[config.mk]
export PLATFORM = sky130hd
export DESIGN_NAME = crtc_top
export DESIGN_NICKNAME = d
export VERILOG_FILES = /design/src/crtc_pkg.sv /design/src/crtc_sync.sv /design/src/crtc_calendar.sv /design/src/crtc_top.sv
export VERILOG_INCLUDE_DIRS = /design/src
export SDC_FILE = /design/constraint.sdc
export NUM_CORES = 1
export LEC_CHECK = 0
export BUFFER_PORTS_ARGS = -buffer_cell sky130_fd_sc_hd__buf_4
export CAP_MARGIN = 15
export CORE_MARGIN = 3
export CORE_UTILIZATION = 55
export CTS_BUF_LIST = sky130_fd_sc_hd__clkbuf_8
export DETAILED_ROUTE_END_ITERATION = 12
export PLACE_DENSITY = 0.73
export SYNTH_ARGS = -nofsm -noshare
export SYNTH_HDL_FRONTEND = slang
export SYNTH_SLANG_ARGS = --single-unit
[constraint.sdc]
create_clock -name clk_sys -period 4.2 [get_ports clk_sys]
set_input_delay 0.84 -clock clk_sys [delete_from_list [all_inputs] [get_ports clk_sys]]
set_output_delay 0.84 -clock clk_sys [all_outputs]
set_load 0.005 [all_outputs]
[src/crtc_defs.svh]
// Register offsets, field positions, reset values and timing counts of the calendar RTC.
// Assumes inclusion by bare name from the package file and the calendar and top modules.
`ifndef CRTC_DEFS_SVH
`define CRTC_DEFS_SVH

// ****************************************************************
// Register byte offsets (Avalon-MM byte addresses)
// ****************************************************************
`define CRTC_OFS_DIVISOR      6'h00
`define CRTC_OFS_DATE_PRESET  6'h04
`define CRTC_OFS_CLOCK_PRESET 6'h08
`define CRTC_OFS_CTRL         6'h0c
`define CRTC_OFS_ALARM_SETUP0 6'h10
`define CRTC_OFS_ALARM_SETUP1 6'h14
`define CRTC_OFS_LIVE_DATE    6'h18
`define CRTC_OFS_LIVE_CLOCK   6'h1c

// ****************************************************************
// Field positions
// ****************************************************************
`define CRTC_DIV_MSB          15
`define CRTC_YEAR_MSB         23
`define CRTC_YEAR_LSB         12
`define CRTC_MONTH_MSB        11
`define CRTC_MONTH_LSB        8
`define CRTC_DAY_MSB          4
`define CRTC_DAY_LSB          0
`define CRTC_WDAY_MSB         26
`define CRTC_WDAY_LSB         24
`define CRTC_HOUR_MSB         20
`define CRTC_HOUR_LSB         16
`define CRTC_MIN_MSB          13
`define CRTC_MIN_LSB          8
`define CRTC_SEC_MSB          5
`define CRTC_SEC_LSB          0
`define CRTC_CTRL_ENABLE      0
`define CRTC_CTRL_RUNNING     1
`define CRTC_CTRL_LOAD        4
`define CRTC_CTRL_LEAP_SUPP   8
`define CRTC_AL0_GLOBAL_EN    28
`define CRTC_AL0_YEAR_EN      26
`define CRTC_AL0_MONTH_EN     25
`define CRTC_AL0_DAY_EN       24
`define CRTC_AL1_WDAY_EN      31
`define CRTC_AL1_HOUR_EN      30
`define CRTC_AL1_MIN_EN       29
`define CRTC_AL1_SEC_EN       28

// ****************************************************************
// Reset values and timing counts
// ****************************************************************
`define CRTC_RST_WORD         32'h0000_0000
`define CRTC_RST_DIVISOR      16'h0000
`define CRTC_CDC_REF_EDGES    2'h2
`define CRTC_LAST_SEC         6'h3b
`define CRTC_LAST_MIN         6'h3b
`define CRTC_LAST_HOUR        5'h17
`define CRTC_LAST_WDAY        3'h6
`define CRTC_LAST_MONTH       4'hc
`define CRTC_FEB              4'h2

`endif

[src/crtc_pkg.sv]
// Types shared by the calendar RTC modules.
// Assumes crtc_defs.svh is on the include path.
`include "crtc_defs.svh"

package crtc_pkg;

  typedef struct packed {
    logic [11:0] year;
    logic [3:0]  month;
    logic [4:0]  day;
    logic [2:0]  wday;
    logic [4:0]  hour;
    logic [5:0]  min;
    logic [5:0]  sec;
  } crtc_time_t;

  typedef struct packed {
    logic        read;
    logic        write;
    logic [5:0]  address;
    logic [31:0] writedata;
    logic [3:0]  byteenable;
  } crtc_avs_req_t;

  typedef struct packed {
    logic [31:0] readdata;
    logic        waitrequest;
  } crtc_avs_rsp_t;

  typedef struct packed {
    logic        enable;
    logic        leapSuppress;
    logic [15:0] divisor;
    logic [31:0] alarm0;
    logic [31:0] alarm1;
  } crtc_cfg_t;

  typedef struct packed {
    logic stage1;
    logic stage2;
  } crtc_sync_state_t;

endpackage : crtc_pkg

[src/crtc_sync.sv]
// Two-flop synchroniser for one level from outside the clk_sys domain.
// Assumes the input is a plain level; only the second stage is visible.
`timescale 1ns/10ps
`default_nettype none

module crtc_sync (
  input  wire logic clk_sys,
  input  wire logic rst_n,
  input  wire logic asyncIn,
  output logic      syncOut
);
  import crtc_pkg::*;

  crtc_sync_state_t s_q;
  crtc_sync_state_t s_d;

  always_comb begin
    s_d.stage1 = asyncIn;
    s_d.stage2 = s_q.stage1;
  end

  always_ff @(posedge clk_sys or negedge rst_n) begin
    if (!rst_n) begin
      s_q <= '0;
    end else begin
      s_q <= s_d;
    end
  end

  assign syncOut = s_q.stage2;

endmodule : crtc_sync

`default_nettype wire

[src/crtc_calendar.sv]
// Combinational one-second advance of the seven calendar fields.
// Assumes legal field values; no range checking is done.
`timescale 1ns/10ps
`default_nettype none
`include "crtc_defs.svh"

module crtc_calendar (
  input  wire crtc_pkg::crtc_time_t cur,
  input  wire logic                 leapSuppress,
  output crtc_pkg::crtc_time_t      nxt
);
  import crtc_pkg::*;

  logic [4:0] monthLen;

  always_comb begin
    // Leap decision only matters at the Feb 28 and Feb 29 day rollovers
    case (cur.month)
      `CRTC_FEB: begin
        monthLen = (!leapSuppress && cur.year[1:0] == 2'b00) ? 5'd29 : 5'd28;
      end
      4'h4, 4'h6, 4'h9, 4'hb: begin
        monthLen = 5'd30;
      end
      default: begin
        monthLen = 5'd31;
      end
    endcase
  end

  always_comb begin
    nxt = cur;
    if (cur.sec != `CRTC_LAST_SEC) begin
      nxt.sec = cur.sec + 6'h01;
    end else begin
      nxt.sec = 6'h00;
      if (cur.min != `CRTC_LAST_MIN) begin
        nxt.min = cur.min + 6'h01;
      end else begin
        nxt.min = 6'h00;
        if (cur.hour != `CRTC_LAST_HOUR) begin
          nxt.hour = cur.hour + 5'h01;
        end else begin
          nxt.hour = 5'h00;
          // Weekday just steps; never derived from the date
          nxt.wday = (cur.wday == `CRTC_LAST_WDAY) ? 3'h0 : cur.wday + 3'h1;
          if (cur.day != monthLen) begin
            nxt.day = cur.day + 5'h01;
          end else begin
            nxt.day = 5'h01;
            if (cur.month != `CRTC_LAST_MONTH) begin
              nxt.month = cur.month + 4'h1;
            end else begin
              nxt.month = 4'h1;
              nxt.year  = cur.year + 12'h001;
            end
          end
        end
      end
    end
  end

endmodule : crtc_calendar

`default_nettype wire

[src/crtc_top.sv]
// Calendar real-time clock with alarm, Avalon-MM register slave on clk_sys.
// Assumes refClk is a slow reference (1 Hz .. 65536 Hz) far below clk_sys.
//
// The Avalon-MM interface to the registers and the register addresses were left to the implementer.
`timescale 1ns/10ps
`default_nettype none
`include "crtc_defs.svh"

module crtc_top (
  input  wire logic                    clk_sys,
  input  wire logic                    rst_n,
  input  wire logic                    refClk,
  input  wire crtc_pkg::crtc_avs_req_t avsReq,
  output crtc_pkg::crtc_avs_rsp_t      avsRsp,
  output logic                         rtcRunning,
  output logic                         alarmToCpu,
  output logic                         alarmWakeRingOsc,
  output logic                         alarmWakeCrystalOsc
);
  import crtc_pkg::*;

  // ****************************************************************
  // State
  // ****************************************************************
  typedef struct packed {
    crtc_cfg_t   sysCfg;
    logic [31:0] datePreset;
    logic [31:0] clockPreset;
    logic        loadPend;
    logic [1:0]  pendCnt;
    crtc_cfg_t   refCfg;
    crtc_time_t  now;
    logic [15:0] divCnt;
    logic [31:0] dateLatch;
    logic        ack;
    logic [31:0] rdata;
    logic        alarm;
    logic        refPrev;
  } crtc_top_state_t;

  crtc_top_state_t s_q;
  crtc_top_state_t s_d;

  logic       refSync;
  logic       refEdge;
  logic       req;
  logic       accept;
  crtc_time_t nextTime;
  logic       fieldMatch;
  logic [31:0] liveDate;
  logic [31:0] liveClock;

  // ****************************************************************
  // Reference clock sampling
  // ****************************************************************
  // Reference is slow, so it is sampled as a level rather than
  // given its own domain; each rising edge is one reference period.
  crtc_sync u_refSync (
    .clk_sys (clk_sys),
    .rst_n   (rst_n),
    .asyncIn (refClk),
    .syncOut (refSync)
  );

  assign refEdge = refSync & ~s_q.refPrev;

  crtc_calendar u_calendar (
    .cur          (s_q.now),
    .leapSuppress (s_q.refCfg.leapSuppress),
    .nxt          (nextTime)
  );

  // ****************************************************************
  // Live words and alarm compare
  // ****************************************************************
  always_comb begin
    liveDate = `CRTC_RST_WORD;
    liveDate[`CRTC_YEAR_MSB:`CRTC_YEAR_LSB]   = s_q.now.year;
    liveDate[`CRTC_MONTH_MSB:`CRTC_MONTH_LSB] = s_q.now.month;
    liveDate[`CRTC_DAY_MSB:`CRTC_DAY_LSB]     = s_q.now.day;
    liveClock = `CRTC_RST_WORD;
    liveClock[`CRTC_WDAY_MSB:`CRTC_WDAY_LSB]  = s_q.now.wday;
    liveClock[`CRTC_HOUR_MSB:`CRTC_HOUR_LSB]  = s_q.now.hour;
    liveClock[`CRTC_MIN_MSB:`CRTC_MIN_LSB]    = s_q.now.min;
    liveClock[`CRTC_SEC_MSB:`CRTC_SEC_LSB]    = s_q.now.sec;
  end

  always_comb begin
    fieldMatch = 1'b1;
    if (s_q.refCfg.alarm0[`CRTC_AL0_YEAR_EN] &&
        s_q.refCfg.alarm0[`CRTC_YEAR_MSB:`CRTC_YEAR_LSB] != s_q.now.year) begin
      fieldMatch = 1'b0;
    end
    if (s_q.refCfg.alarm0[`CRTC_AL0_MONTH_EN] &&
        s_q.refCfg.alarm0[`CRTC_MONTH_MSB:`CRTC_MONTH_LSB] != s_q.now.month) begin
      fieldMatch = 1'b0;
    end
    if (s_q.refCfg.alarm0[`CRTC_AL0_DAY_EN] &&
        s_q.refCfg.alarm0[`CRTC_DAY_MSB:`CRTC_DAY_LSB] != s_q.now.day) begin
      fieldMatch = 1'b0;
    end
    if (s_q.refCfg.alarm1[`CRTC_AL1_WDAY_EN] &&
        s_q.refCfg.alarm1[`CRTC_WDAY_MSB:`CRTC_WDAY_LSB] != s_q.now.wday) begin
      fieldMatch = 1'b0;
    end
    if (s_q.refCfg.alarm1[`CRTC_AL1_HOUR_EN] &&
        s_q.refCfg.alarm1[`CRTC_HOUR_MSB:`CRTC_HOUR_LSB] != s_q.now.hour) begin
      fieldMatch = 1'b0;
    end
    if (s_q.refCfg.alarm1[`CRTC_AL1_MIN_EN] &&
        s_q.refCfg.alarm1[`CRTC_MIN_MSB:`CRTC_MIN_LSB] != s_q.now.min) begin
      fieldMatch = 1'b0;
    end
    if (s_q.refCfg.alarm1[`CRTC_AL1_SEC_EN] &&
        s_q.refCfg.alarm1[`CRTC_SEC_MSB:`CRTC_SEC_LSB] != s_q.now.sec) begin
      fieldMatch = 1'b0;
    end
  end

  // ****************************************************************
  // Byte-lane merge for writes
  // ****************************************************************
  function automatic logic [31:0] laneMerge(input logic [31:0] old,
                                            input logic [31:0] wdata,
                                            input logic [3:0]  be);
    logic [31:0] res;
    res = old;
    for (int i = 0; i < 4; i++) begin
      if (be[i]) begin
        res[i*8 +: 8] = wdata[i*8 +: 8];
      end
    end
    return res;
  endfunction : laneMerge

  // ****************************************************************
  // Next state
  // ****************************************************************
  assign req    = avsReq.read | avsReq.write;
  assign accept = req & s_q.ack;

  always_comb begin
    logic [31:0] ctrlWord;
    logic [31:0] merged;
    ctrlWord = `CRTC_RST_WORD;
    merged   = `CRTC_RST_WORD;
    s_d = s_q;
    s_d.refPrev = refSync;

    // One wait cycle on every access; data registered before release
    s_d.ack = req & ~s_q.ack;

    // ****************************************
    // Register reads
    // ****************************************
    ctrlWord[`CRTC_CTRL_ENABLE]    = s_q.sysCfg.enable;
    ctrlWord[`CRTC_CTRL_RUNNING]   = s_q.refCfg.enable;
    ctrlWord[`CRTC_CTRL_LEAP_SUPP] = s_q.sysCfg.leapSuppress;

    if (avsReq.read && !s_q.ack) begin
      case (avsReq.address)
        `CRTC_OFS_DIVISOR: begin
          s_d.rdata = {16'h0000, s_q.sysCfg.divisor};
        end
        `CRTC_OFS_DATE_PRESET: begin
          s_d.rdata = s_q.datePreset;
        end
        `CRTC_OFS_CLOCK_PRESET: begin
          s_d.rdata = s_q.clockPreset;
        end
        `CRTC_OFS_CTRL: begin
          s_d.rdata = ctrlWord;
        end
        `CRTC_OFS_ALARM_SETUP0: begin
          s_d.rdata = s_q.sysCfg.alarm0;
        end
        `CRTC_OFS_ALARM_SETUP1: begin
          s_d.rdata = s_q.sysCfg.alarm1;
        end
        `CRTC_OFS_LIVE_DATE: begin
          s_d.rdata = s_q.dateLatch;
        end
        `CRTC_OFS_LIVE_CLOCK: begin
          s_d.rdata = liveClock;
        end
        default: begin
          s_d.rdata = `CRTC_RST_WORD;
        end
      endcase
    end

    // Date word frozen at the same edge as the clock word's read data
    if (avsReq.read && !s_q.ack && avsReq.address == `CRTC_OFS_LIVE_CLOCK) begin
      s_d.dateLatch = liveDate;
    end

    // ****************************************
    // Counting side
    // ****************************************
    // Counting side, advanced once per reference period
    if (refEdge) begin
      if (s_q.refCfg.enable) begin
        if (s_q.divCnt >= s_q.refCfg.divisor) begin
          s_d.divCnt = 16'h0000;
          s_d.now    = nextTime;
        end else begin
          s_d.divCnt = s_q.divCnt + 16'h0001;
        end
      end else begin
        s_d.divCnt = 16'h0000;
      end

      // Configuration lands after the second reference edge
      if (s_q.pendCnt != 2'h0) begin
        s_d.pendCnt = s_q.pendCnt - 2'h1;
        if (s_q.pendCnt == 2'h1) begin
          s_d.refCfg = s_q.sysCfg;
          if (s_q.loadPend) begin
            s_d.loadPend  = 1'b0;
            s_d.now.year  = s_q.datePreset[`CRTC_YEAR_MSB:`CRTC_YEAR_LSB];
            s_d.now.month = s_q.datePreset[`CRTC_MONTH_MSB:`CRTC_MONTH_LSB];
            s_d.now.day   = s_q.datePreset[`CRTC_DAY_MSB:`CRTC_DAY_LSB];
            s_d.now.wday  = s_q.clockPreset[`CRTC_WDAY_MSB:`CRTC_WDAY_LSB];
            s_d.now.hour  = s_q.clockPreset[`CRTC_HOUR_MSB:`CRTC_HOUR_LSB];
            s_d.now.min   = s_q.clockPreset[`CRTC_MIN_MSB:`CRTC_MIN_LSB];
            s_d.now.sec   = s_q.clockPreset[`CRTC_SEC_MSB:`CRTC_SEC_LSB];
          end
        end
      end
    end

    // ****************************************
    // Register writes
    // ****************************************
    // Register writes; a new divisor, control or alarm write restarts the crossing delay
    if (accept && avsReq.write) begin
      case (avsReq.address)
        `CRTC_OFS_DIVISOR: begin
          merged = laneMerge({16'h0000, s_q.sysCfg.divisor}, avsReq.writedata,
                             avsReq.byteenable);
          s_d.sysCfg.divisor = merged[`CRTC_DIV_MSB:0];
          s_d.pendCnt = `CRTC_CDC_REF_EDGES;
        end
        `CRTC_OFS_DATE_PRESET: begin
          merged = laneMerge(s_q.datePreset, avsReq.writedata, avsReq.byteenable);
          s_d.datePreset = `CRTC_RST_WORD;
          s_d.datePreset[`CRTC_YEAR_MSB:`CRTC_YEAR_LSB] =
            merged[`CRTC_YEAR_MSB:`CRTC_YEAR_LSB];
          s_d.datePreset[`CRTC_MONTH_MSB:`CRTC_MONTH_LSB] =
            merged[`CRTC_MONTH_MSB:`CRTC_MONTH_LSB];
          s_d.datePreset[`CRTC_DAY_MSB:`CRTC_DAY_LSB] = merged[`CRTC_DAY_MSB:`CRTC_DAY_LSB];
        end
        `CRTC_OFS_CLOCK_PRESET: begin
          merged = laneMerge(s_q.clockPreset, avsReq.writedata, avsReq.byteenable);
          s_d.clockPreset = `CRTC_RST_WORD;
          s_d.clockPreset[`CRTC_WDAY_MSB:`CRTC_WDAY_LSB] =
            merged[`CRTC_WDAY_MSB:`CRTC_WDAY_LSB];
          s_d.clockPreset[`CRTC_HOUR_MSB:`CRTC_HOUR_LSB] =
            merged[`CRTC_HOUR_MSB:`CRTC_HOUR_LSB];
          s_d.clockPreset[`CRTC_MIN_MSB:`CRTC_MIN_LSB] = merged[`CRTC_MIN_MSB:`CRTC_MIN_LSB];
          s_d.clockPreset[`CRTC_SEC_MSB:`CRTC_SEC_LSB] = merged[`CRTC_SEC_MSB:`CRTC_SEC_LSB];
        end
        `CRTC_OFS_CTRL: begin
          merged = laneMerge(ctrlWord, avsReq.writedata, avsReq.byteenable);
          s_d.sysCfg.enable       = merged[`CRTC_CTRL_ENABLE];
          s_d.sysCfg.leapSuppress = merged[`CRTC_CTRL_LEAP_SUPP];
          // Load request set here wins over a clear in the same cycle
          if (merged[`CRTC_CTRL_LOAD]) begin
            s_d.loadPend = 1'b1;
          end
          s_d.pendCnt = `CRTC_CDC_REF_EDGES;
        end
        `CRTC_OFS_ALARM_SETUP0: begin
          s_d.sysCfg.alarm0 = laneMerge(s_q.sysCfg.alarm0, avsReq.writedata,
                                        avsReq.byteenable);
          s_d.pendCnt = `CRTC_CDC_REF_EDGES;
        end
        `CRTC_OFS_ALARM_SETUP1: begin
          s_d.sysCfg.alarm1 = laneMerge(s_q.sysCfg.alarm1, avsReq.writedata,
                                        avsReq.byteenable);
          s_d.pendCnt = `CRTC_CDC_REF_EDGES;
        end
        default: begin
          // Read-only and unmapped words ignore writes
          merged = `CRTC_RST_WORD;
        end
      endcase
    end

    // ****************************************
    // Alarm
    // ****************************************
    // Level alarm; clears itself once the time moves off the match
    s_d.alarm = s_q.refCfg.alarm0[`CRTC_AL0_GLOBAL_EN] & fieldMatch;
  end

  // ****************************************************************
  // Registers
  // ****************************************************************
  always_ff @(posedge clk_sys or negedge rst_n) begin
    if (!rst_n) begin
      s_q <= '0;
    end else begin
      s_q <= s_d;
    end
  end

  // ****************************************************************
  // Outputs
  // ****************************************************************
  assign avsRsp.readdata    = s_q.rdata;
  assign avsRsp.waitrequest = req & ~s_q.ack;
  assign rtcRunning         = s_q.refCfg.enable;
  assign alarmToCpu         = s_q.alarm;
  assign alarmWakeRingOsc   = s_q.alarm;
  assign alarmWakeCrystalOsc = s_q.alarm;

endmodule : crtc_top

`default_nettype wire

==> impl_metrics.py, run 1 <==
metrics = {
    "outcome": {
        "status": "finished clean",
    },
    "final_layout": {
        "layout.nets": 1460,
        "final_common_cell": "dfrtp_1",
        "regArea_um2": 7710,
        "multi_input_area_um2": 6700,
        "fillers": 2171,
        "layout-drive-gt1-share_pct": 27.6,
        "final_cell_area_um2": 16700,
        "n_antenna_cell": 0,
        "syn2layout_area_growth_pct": 10.4,
        "layout_common_cells": "dfrtp_1, mux2_2, buf_4",
    },
    "setup_path": {
        "cp_max_fo": 16,
        "critPathSlowestCell": "dfrtp_1",
        "r2r-start": "rtcRunning",
        "timing.reg2reg.worst_path_depth": 6,
        "cp_top_family": "simple AND/OR/NAND/NOR gates",
        "setup.worst_path.class": "register to register",
        "cp-end-kind": "register",
        "critPathArrivalTime_ps": 3550,
        "setup.worst_path.start": "rtcRunning",
        "rrSetupSlack_ps": 1150,
        "worst_r2r_endpoint": "liveDate[23]",
        "critPathLaunchType": "register",
        "required_ps": 4690,
        "cp_num_buf_inv": 1,
        "slowest_delay_ps": 840,
        "path_cells": "clkinv_1 -> nor3_1 -> nor4b_2 -> nand2_1 -> o31ai_1 -> o311a_1",
    },
    "global_route": {
        "met3_usage_pct": 4.76,
        "groute.usage.overall_pct": 27.1,
        "grt_pass1_vias": 11034,
        "grt_first_pass_wirelength_um": 62900,
        "grt-ovfl-total": 0,
        "antenna_found_initial": 0,
        "grt_max_degree": 109,
        "grt.busiest_layer": "met2",
        "globalRouteMet1Util_pct": 40.2,
        "use_met2_pct": 40.9,
    },
    "yosys": {
        "yosys.area_share.xor_xnor_pct": 3.01,
        "async_flop_share_pct": 100,
        "ys.warnings.count": 0,
        "synth_area_leaders": "dfrtp_1, mux2_2, nand2_1",
        "syn-num-nets": 1418,
        "yosysTopAreaCellShare_pct": 51.0,
        "synth-edff-count": 0,
        "ys_types": 75,
        "synth_top_family_by_area": "multiplexers",
        "synth-simple-area-share_pct": 11.4,
        "ys_seq_area_share_pct": 51.0,
        "synth_compound_gate_area_share_pct": 12.7,
        "synthMuxAreaShare_pct": 14.8,
        "syn-instance-count": 1344,
        "synth_top_cell_by_area": "dfrtp_1",
        "avgSynthCellArea_um2": 11.2,
        "syn_area_um2": 15100,
        "synthFlopType": "dfrtp_1",
        "synth-seq-cells": 308,
        "synth_fa_ha_area_share_pct": 2.23,
    },
    "sta": {
        "hold_slack_ps": 333,
        "fin_crit_sh_pct": 72.7,
        "fin_skew_ps": 23.0,
        "setup_viol": 0,
        "max_freq_mhz": 327,
        "setup_slack_ps": 1150,
        "tightest_slew_ps": 866,
        "setup_tns_ps": 0,
        "maxSlewViolCount": 0,
        "slew_headroom_pct": 42.3,
        "hold_viol_final": 0,
        "rsz0062_at_grt": "false",
        "period_minus_slack_ps": 3050,
    },
    "place": {
        "portBuffers": 83,
        "dpl-instance-area_um2": 15800,
        "gp_congestion": 0.895,
        "place_ws_ps": 1060,
        "dp_hpwl_um": 28000,
    },
    "power_and_ir_drop": {
        "internal-power_uw": 4770,
        "clkPwrFrac_pct": 35.8,
        "power_uw": 6630,
        "pwr-share-seq_pct": 51.6,
        "p_leak_uw": 0.00781,
        "swShare_pct": 28.1,
        "p_sw_uw": 1860,
        "combPwrFrac_pct": 12.6,
        "ir_drop_uv": 219,
        "p_per_area_nw_per_um2": 397,
    },
    "detailed_routing": {
        "num_vias": 11188,
        "drc_errors": 0,
        "routedWlPerCell_um": 22.7,
        "drtPass1Iterations": 5,
        "finalWirelength_um": 39700,
        "viasPerCell": 6.39,
        "drt_iter0_markers": 955,
        "ant_nets": 0,
    },
    "hold_path": {
        "hp-class": "input pin to async pin",
    },
    "clock_network": {
        "htreeDepth": 2,
        "root_buffer": "clkbuf_8",
        "ctsResizeCount": 0,
        "cts_tree": "done",
        "cts_hold_buffers": 0,
        "numCtsBuffers": 49,
        "cts_setup_buffers": 0,
        "cts.path.max_buffers": 3,
        "clkTransAtPathRegs_ps": 60,
        "clock_sinks": 308,
        "clk_latency_ps": 560,
    },
    "floorplan": {
        "die_w_um": 172,
        "rows": 60,
        "die_area_um2": 29500,
        "core-area_um2": 27000,
        "start_util_pct": 56.1,
        "dieHeight_um": 172,
        "ios": 84,
    },
    "flow_run": {
        "cap_viol_max_count": 0,
    },
}
## metrics by stage
stage / instances / utilization (%)
after floorplan: 1344 / -
after global placement: 1676 / 58.7
after detailed placement: 1676 / 58.7
after CTS: 1752 / 61.9
after global routing: 1752 / 61.9
final: 1752 / 61.9
## power by group through the flow
stage | registers (µW) | clock network (µW) | logic [µW]
5_1_grt | 3450 | 2550 | 924
6_report | 3420 | 2370 | 839
3_3_place_gp | 3460 | 0 | 820
2_1_floorplan | 3340 | 0 | 639
3_5_place_dp | 3460 | 0 | 840
4_1_cts | 3410 | 2410 | 843
## cells in the mapped netlist, drive strengths merged (4+ instances only)
cell type,count
a211oi,7
a21oi,14
a221oi,18
a222oi,12
a22o,17
a22oi,35
a31oi,27
a32oi,4
a41oi,6
and2,11
and3,17
buf,61
clkbuf,58
dfrtp,308
ha,27
inv,32
mux2,194
mux2i,6
nand2,97
nand2b,7
nand3,40
nand4,22
nor2,81
nor2b,8
nor3,23
nor3b,4
nor4,10
o211ai,9
o21ai,60
o22a,5
o22ai,6
o31ai,14
o41ai,5
or4,5
xnor2,21
xor2,31
## how the worst max path moves through the flow
stage               endpoint  slack, ps  cells after the start
6_report        liveDate[23]       1150                      6
5_1_grt        liveClock[17]       1050                      9
4_1_cts         liveDate[23]       1290                      6
3_5_place_dp        s_q[320]       1060                      7
3_3_place_gp        s_q[317]       1140                      7
2_1_floorplan       s_q[257]       1780                      6
## area by class of cell
type                       count  area share [%]
clock buffer                  58            4.78
timing repair buffer         110            5.14
inverter                      33           0.742
tap                          341            2.56
sequential                   308            46.2
clock inverter                18           0.435
multi-input combinational    884            40.2
## cells by family (layout without fill, tap and decap cells)
kind of cell / Yosys count / after routing
buffers and inverters: 152 / 219
AND/OR/NAND/NOR: 339 / 339
multiplexers: 200 / 200
adder cells (fa/ha/maj): 27 / 27
AO/OA/AOI/OAI: 266 / 266
flip-flops: 308 / 308
XOR/XNOR: 52 / 52
## sequential cells by signal (all words and copies together), names as in the netlist
signal / count
u_refSync.syncOut: 1
liveDate: 21
liveClock: 20
alarmToCpu: 1
s_q: 231
u_refSync.s_d: 1
rtcRunning: 1
avsRsp: 32
## metal layers
| metal | vias to the layer above | part of all wire (%) |
|---|---|---|
| met5 | - | 0 |
| met4 | 0 | 2.9 |
| met3 | 97 | 6.9 |
| met2 | 448 | 45 |
| met1 | 5659 | 45 |
| li1 | 4984 | - |
Power figures use the tool's default switching activity.
==> run 2: changes to the inputs <==
Clock period 4.2 ns to 3.1 ns, I/O delays scaled along.
==> run 2 against run 1 <==
Clock power grew 51%; die area is the same; hold slack lost 310 ps; design area grew 1.9%; worst setup slack lost 810 ps; non-clock buffer count grew 17; core utilization grew 1.2 points; flip-flop and latch count is the same; power grew 42%; largest cell class unchanged.
==> impl_metrics.py, run 2 (synthesized netlist as in run 1, its figures left out) <==
metrics = {
    "place": {
        "gp_congestion": 0.918,
        "dp_cells": 1693,
        "portBuffers": 83,
        "dp_hpwl_um": 28200,
        "place_ws_ps": 308,
    },
    "final_layout": {
        "n_antenna_cell": 0,
        "layout_common_cells": "dfrtp_1, mux2_2, buf_4",
        "layout-drive-gt1-share_pct": 29.1,
        "final_common_cell": "dfrtp_1",
        "finish.utilization_pct": 63.1,
        "syn2layout_area_growth_pct": 12.5,
        "regMostFlops": "s_q",
        "finalNonFillerCells": 1788,
        "largest_register_ffs": 231,
        "fillers": 2097,
        "layout.nets": 1480,
    },
    "global_route": {
        "grt_first_pass_wirelength_um": 63500,
        "groute.usage.overall_pct": 27.5,
        "grt_max_degree": 90,
        "grt-ovfl-total": 0,
        "grt_pass1_vias": 11100,
        "antenna_found_initial": 1,
    },
    "floorplan": {
        "core-area_um2": 27000,
        "rows": 60,
        "die_area_um2": 29500,
        "ios": 84,
        "start_util_pct": 56.1,
        "die_w_um": 172,
        "dieHeight_um": 172,
    },
    "detailed_routing": {
        "wirelength_met1_um": 17600,
        "drc_errors": 0,
        "finalWirelength_um": 40300,
        "drt_iter0_markers": 1310,
        "met3_wirelength_um": 3390,
        "drtPass1Iterations": 6,
        "ant_nets": 0,
        "num_vias": 11242,
        "top_layer_used": "met5",
        "routedWlPerCell_um": 22.5,
        "dr_wl_met2_um": 18000,
        "viasPerCell": 6.29,
    },
    "setup_path": {
        "critPathArrivalTime_ps": 3250,
        "rrSetupSlack_ps": 340,
        "critPathLaunchType": "register",
        "timing.reg2reg.worst_path_depth": 9,
        "cp-end-kind": "register",
        "worst_r2r_endpoint": "liveDate[9]",
        "r2r-start": "liveDate[8]",
        "setup.worst_path.class": "register to register",
        "cp_max_fo": 8,
        "required_ps": 3580,
    },
    "power_and_ir_drop": {
        "ir_drop_uv": 349,
        "combPwrFrac_pct": 12.4,
        "p_sw_uw": 2640,
        "power_uw": 9390,
        "p_leak_uw": 0.00801,
        "pwr-share-seq_pct": 49.4,
        "swShare_pct": 28.1,
        "p_per_area_nw_per_um2": 552,
        "clkPwrFrac_pct": 38.2,
        "internal-power_uw": 6750,
    },
    "sta": {
        "tightest_slew_ps": 719,
        "setup_viol": 0,
        "setup_tns_ps": 0,
        "hold_viol_final": 0,
        "slew_headroom_pct": 51.7,
        "maxSlewViolCount": 0,
        "period_minus_slack_ps": 2760,
        "max_freq_mhz": 362,
        "fin_skew_ps": 23.7,
        "setup_slack_ps": 339,
        "fin_crit_sh_pct": 89.1,
        "rsz0062_at_grt": "false",
    },
    "clock_network": {
        "clkTransAtPathRegs_ps": 60,
        "htreeDepth": 2,
        "cts_setup_buffers": 0,
        "numCtsBuffers": 52,
        "clk_latency_ps": 590,
        "root_buffer": "clkbuf_8",
        "cts.path.max_buffers": 3,
        "ctsResizeCount": 0,
        "cts_hold_buffers": 0,
        "clock_sinks": 308,
        "cts_tree": "done",
    },
    "outcome": {
        "status": "finished clean",
    },
    "hold_path": {
        "hp-class": "input pin to async pin",
    },
    "flow_run": {
        "cap_viol_max_count": 0,
    },
}
==> run 2: cell types whose count changed in the layout (fill, tap and decap cells not counted) <==
cell / previous run / this run
clkinv_2: 4 / 7
buf_4: 107 / 122
buf_12: 2 / 4
clkbuf_8: 58 / 67
inv_1: 46 / 51
clkinvlp_4: 0 / 2
==> run 2: metal layers <==
layer	vias up	global-route usage [%]
li1	5040	-
met1	5595	40.1
met2	497	41.9
met3	108	5.81
met4	2	8.50
met5	-	0
==> run 2: area by class of cell <==
type / count / area (µm²) / share of cell area [%]
Clock buffer: 67 / 922 / 5.42
Multi-Input combinational cell: 884 / 6700 / 39.4
Clock inverter: 28 / 121 / 0.713
Tap cell: 341 / 427 / 2.51
Inverter: 33 / 124 / 0.728
Timing Repair Buffer: 127 / 1010 / 5.94
Sequential cell: 308 / 7710 / 45.3
==> run 2: power by group through the flow <==
stage / clock, µW / sequential (µW) / combinational [µW]
2_1_floorplan: 0 / 4520 / 866
3_3_place_gp: 0 / 4690 / 1130
3_5_place_dp: 0 / 4690 / 1160
4_1_cts: 3650 / 4630 / 1170
5_1_grt: 3810 / 4670 / 1290
6_report: 3580 / 4640 / 1170
==> run 2: critical path: stages, from the launching register on <==
cell      delay (ps)
dfrtp_1          500
inv_1            130
ha_1             240
nor3b_2          170
a21boi_1         170
o31a_1           330
nor4b_2          350
nand2_1          280
o2bb2a_1         360
o22ai_1          140
==> run 2: worst max-delay path by stage <==
stage                start  slack [ps]  cells after the start      endpoint
4_1_cts        liveDate[8]         380                      9   liveDate[9]
2_1_floorplan  liveDate[8]         700                      9  liveDate[23]
3_3_place_gp    avsReq[37]         400                      7      s_q[305]
3_5_place_dp    avsReq[37]         310                      7      s_q[310]
6_report       liveDate[8]         340                      9   liveDate[9]
5_1_grt            s_q[76]         130                      9       s_q[77]
==> run 2: per-stage QoR <==
| stage | hold slack [ps] | cell area, µm² |
|---|---|---|
| after floorplan | 324 | 15100 |
| after global placement | 334 | 16000 |
| after detailed placement | 338 | 16000 |
| after CTS | 55.5 | 17000 |
| after global routing | 98.5 | 17000 |
| final | 22.7 | 17000 |
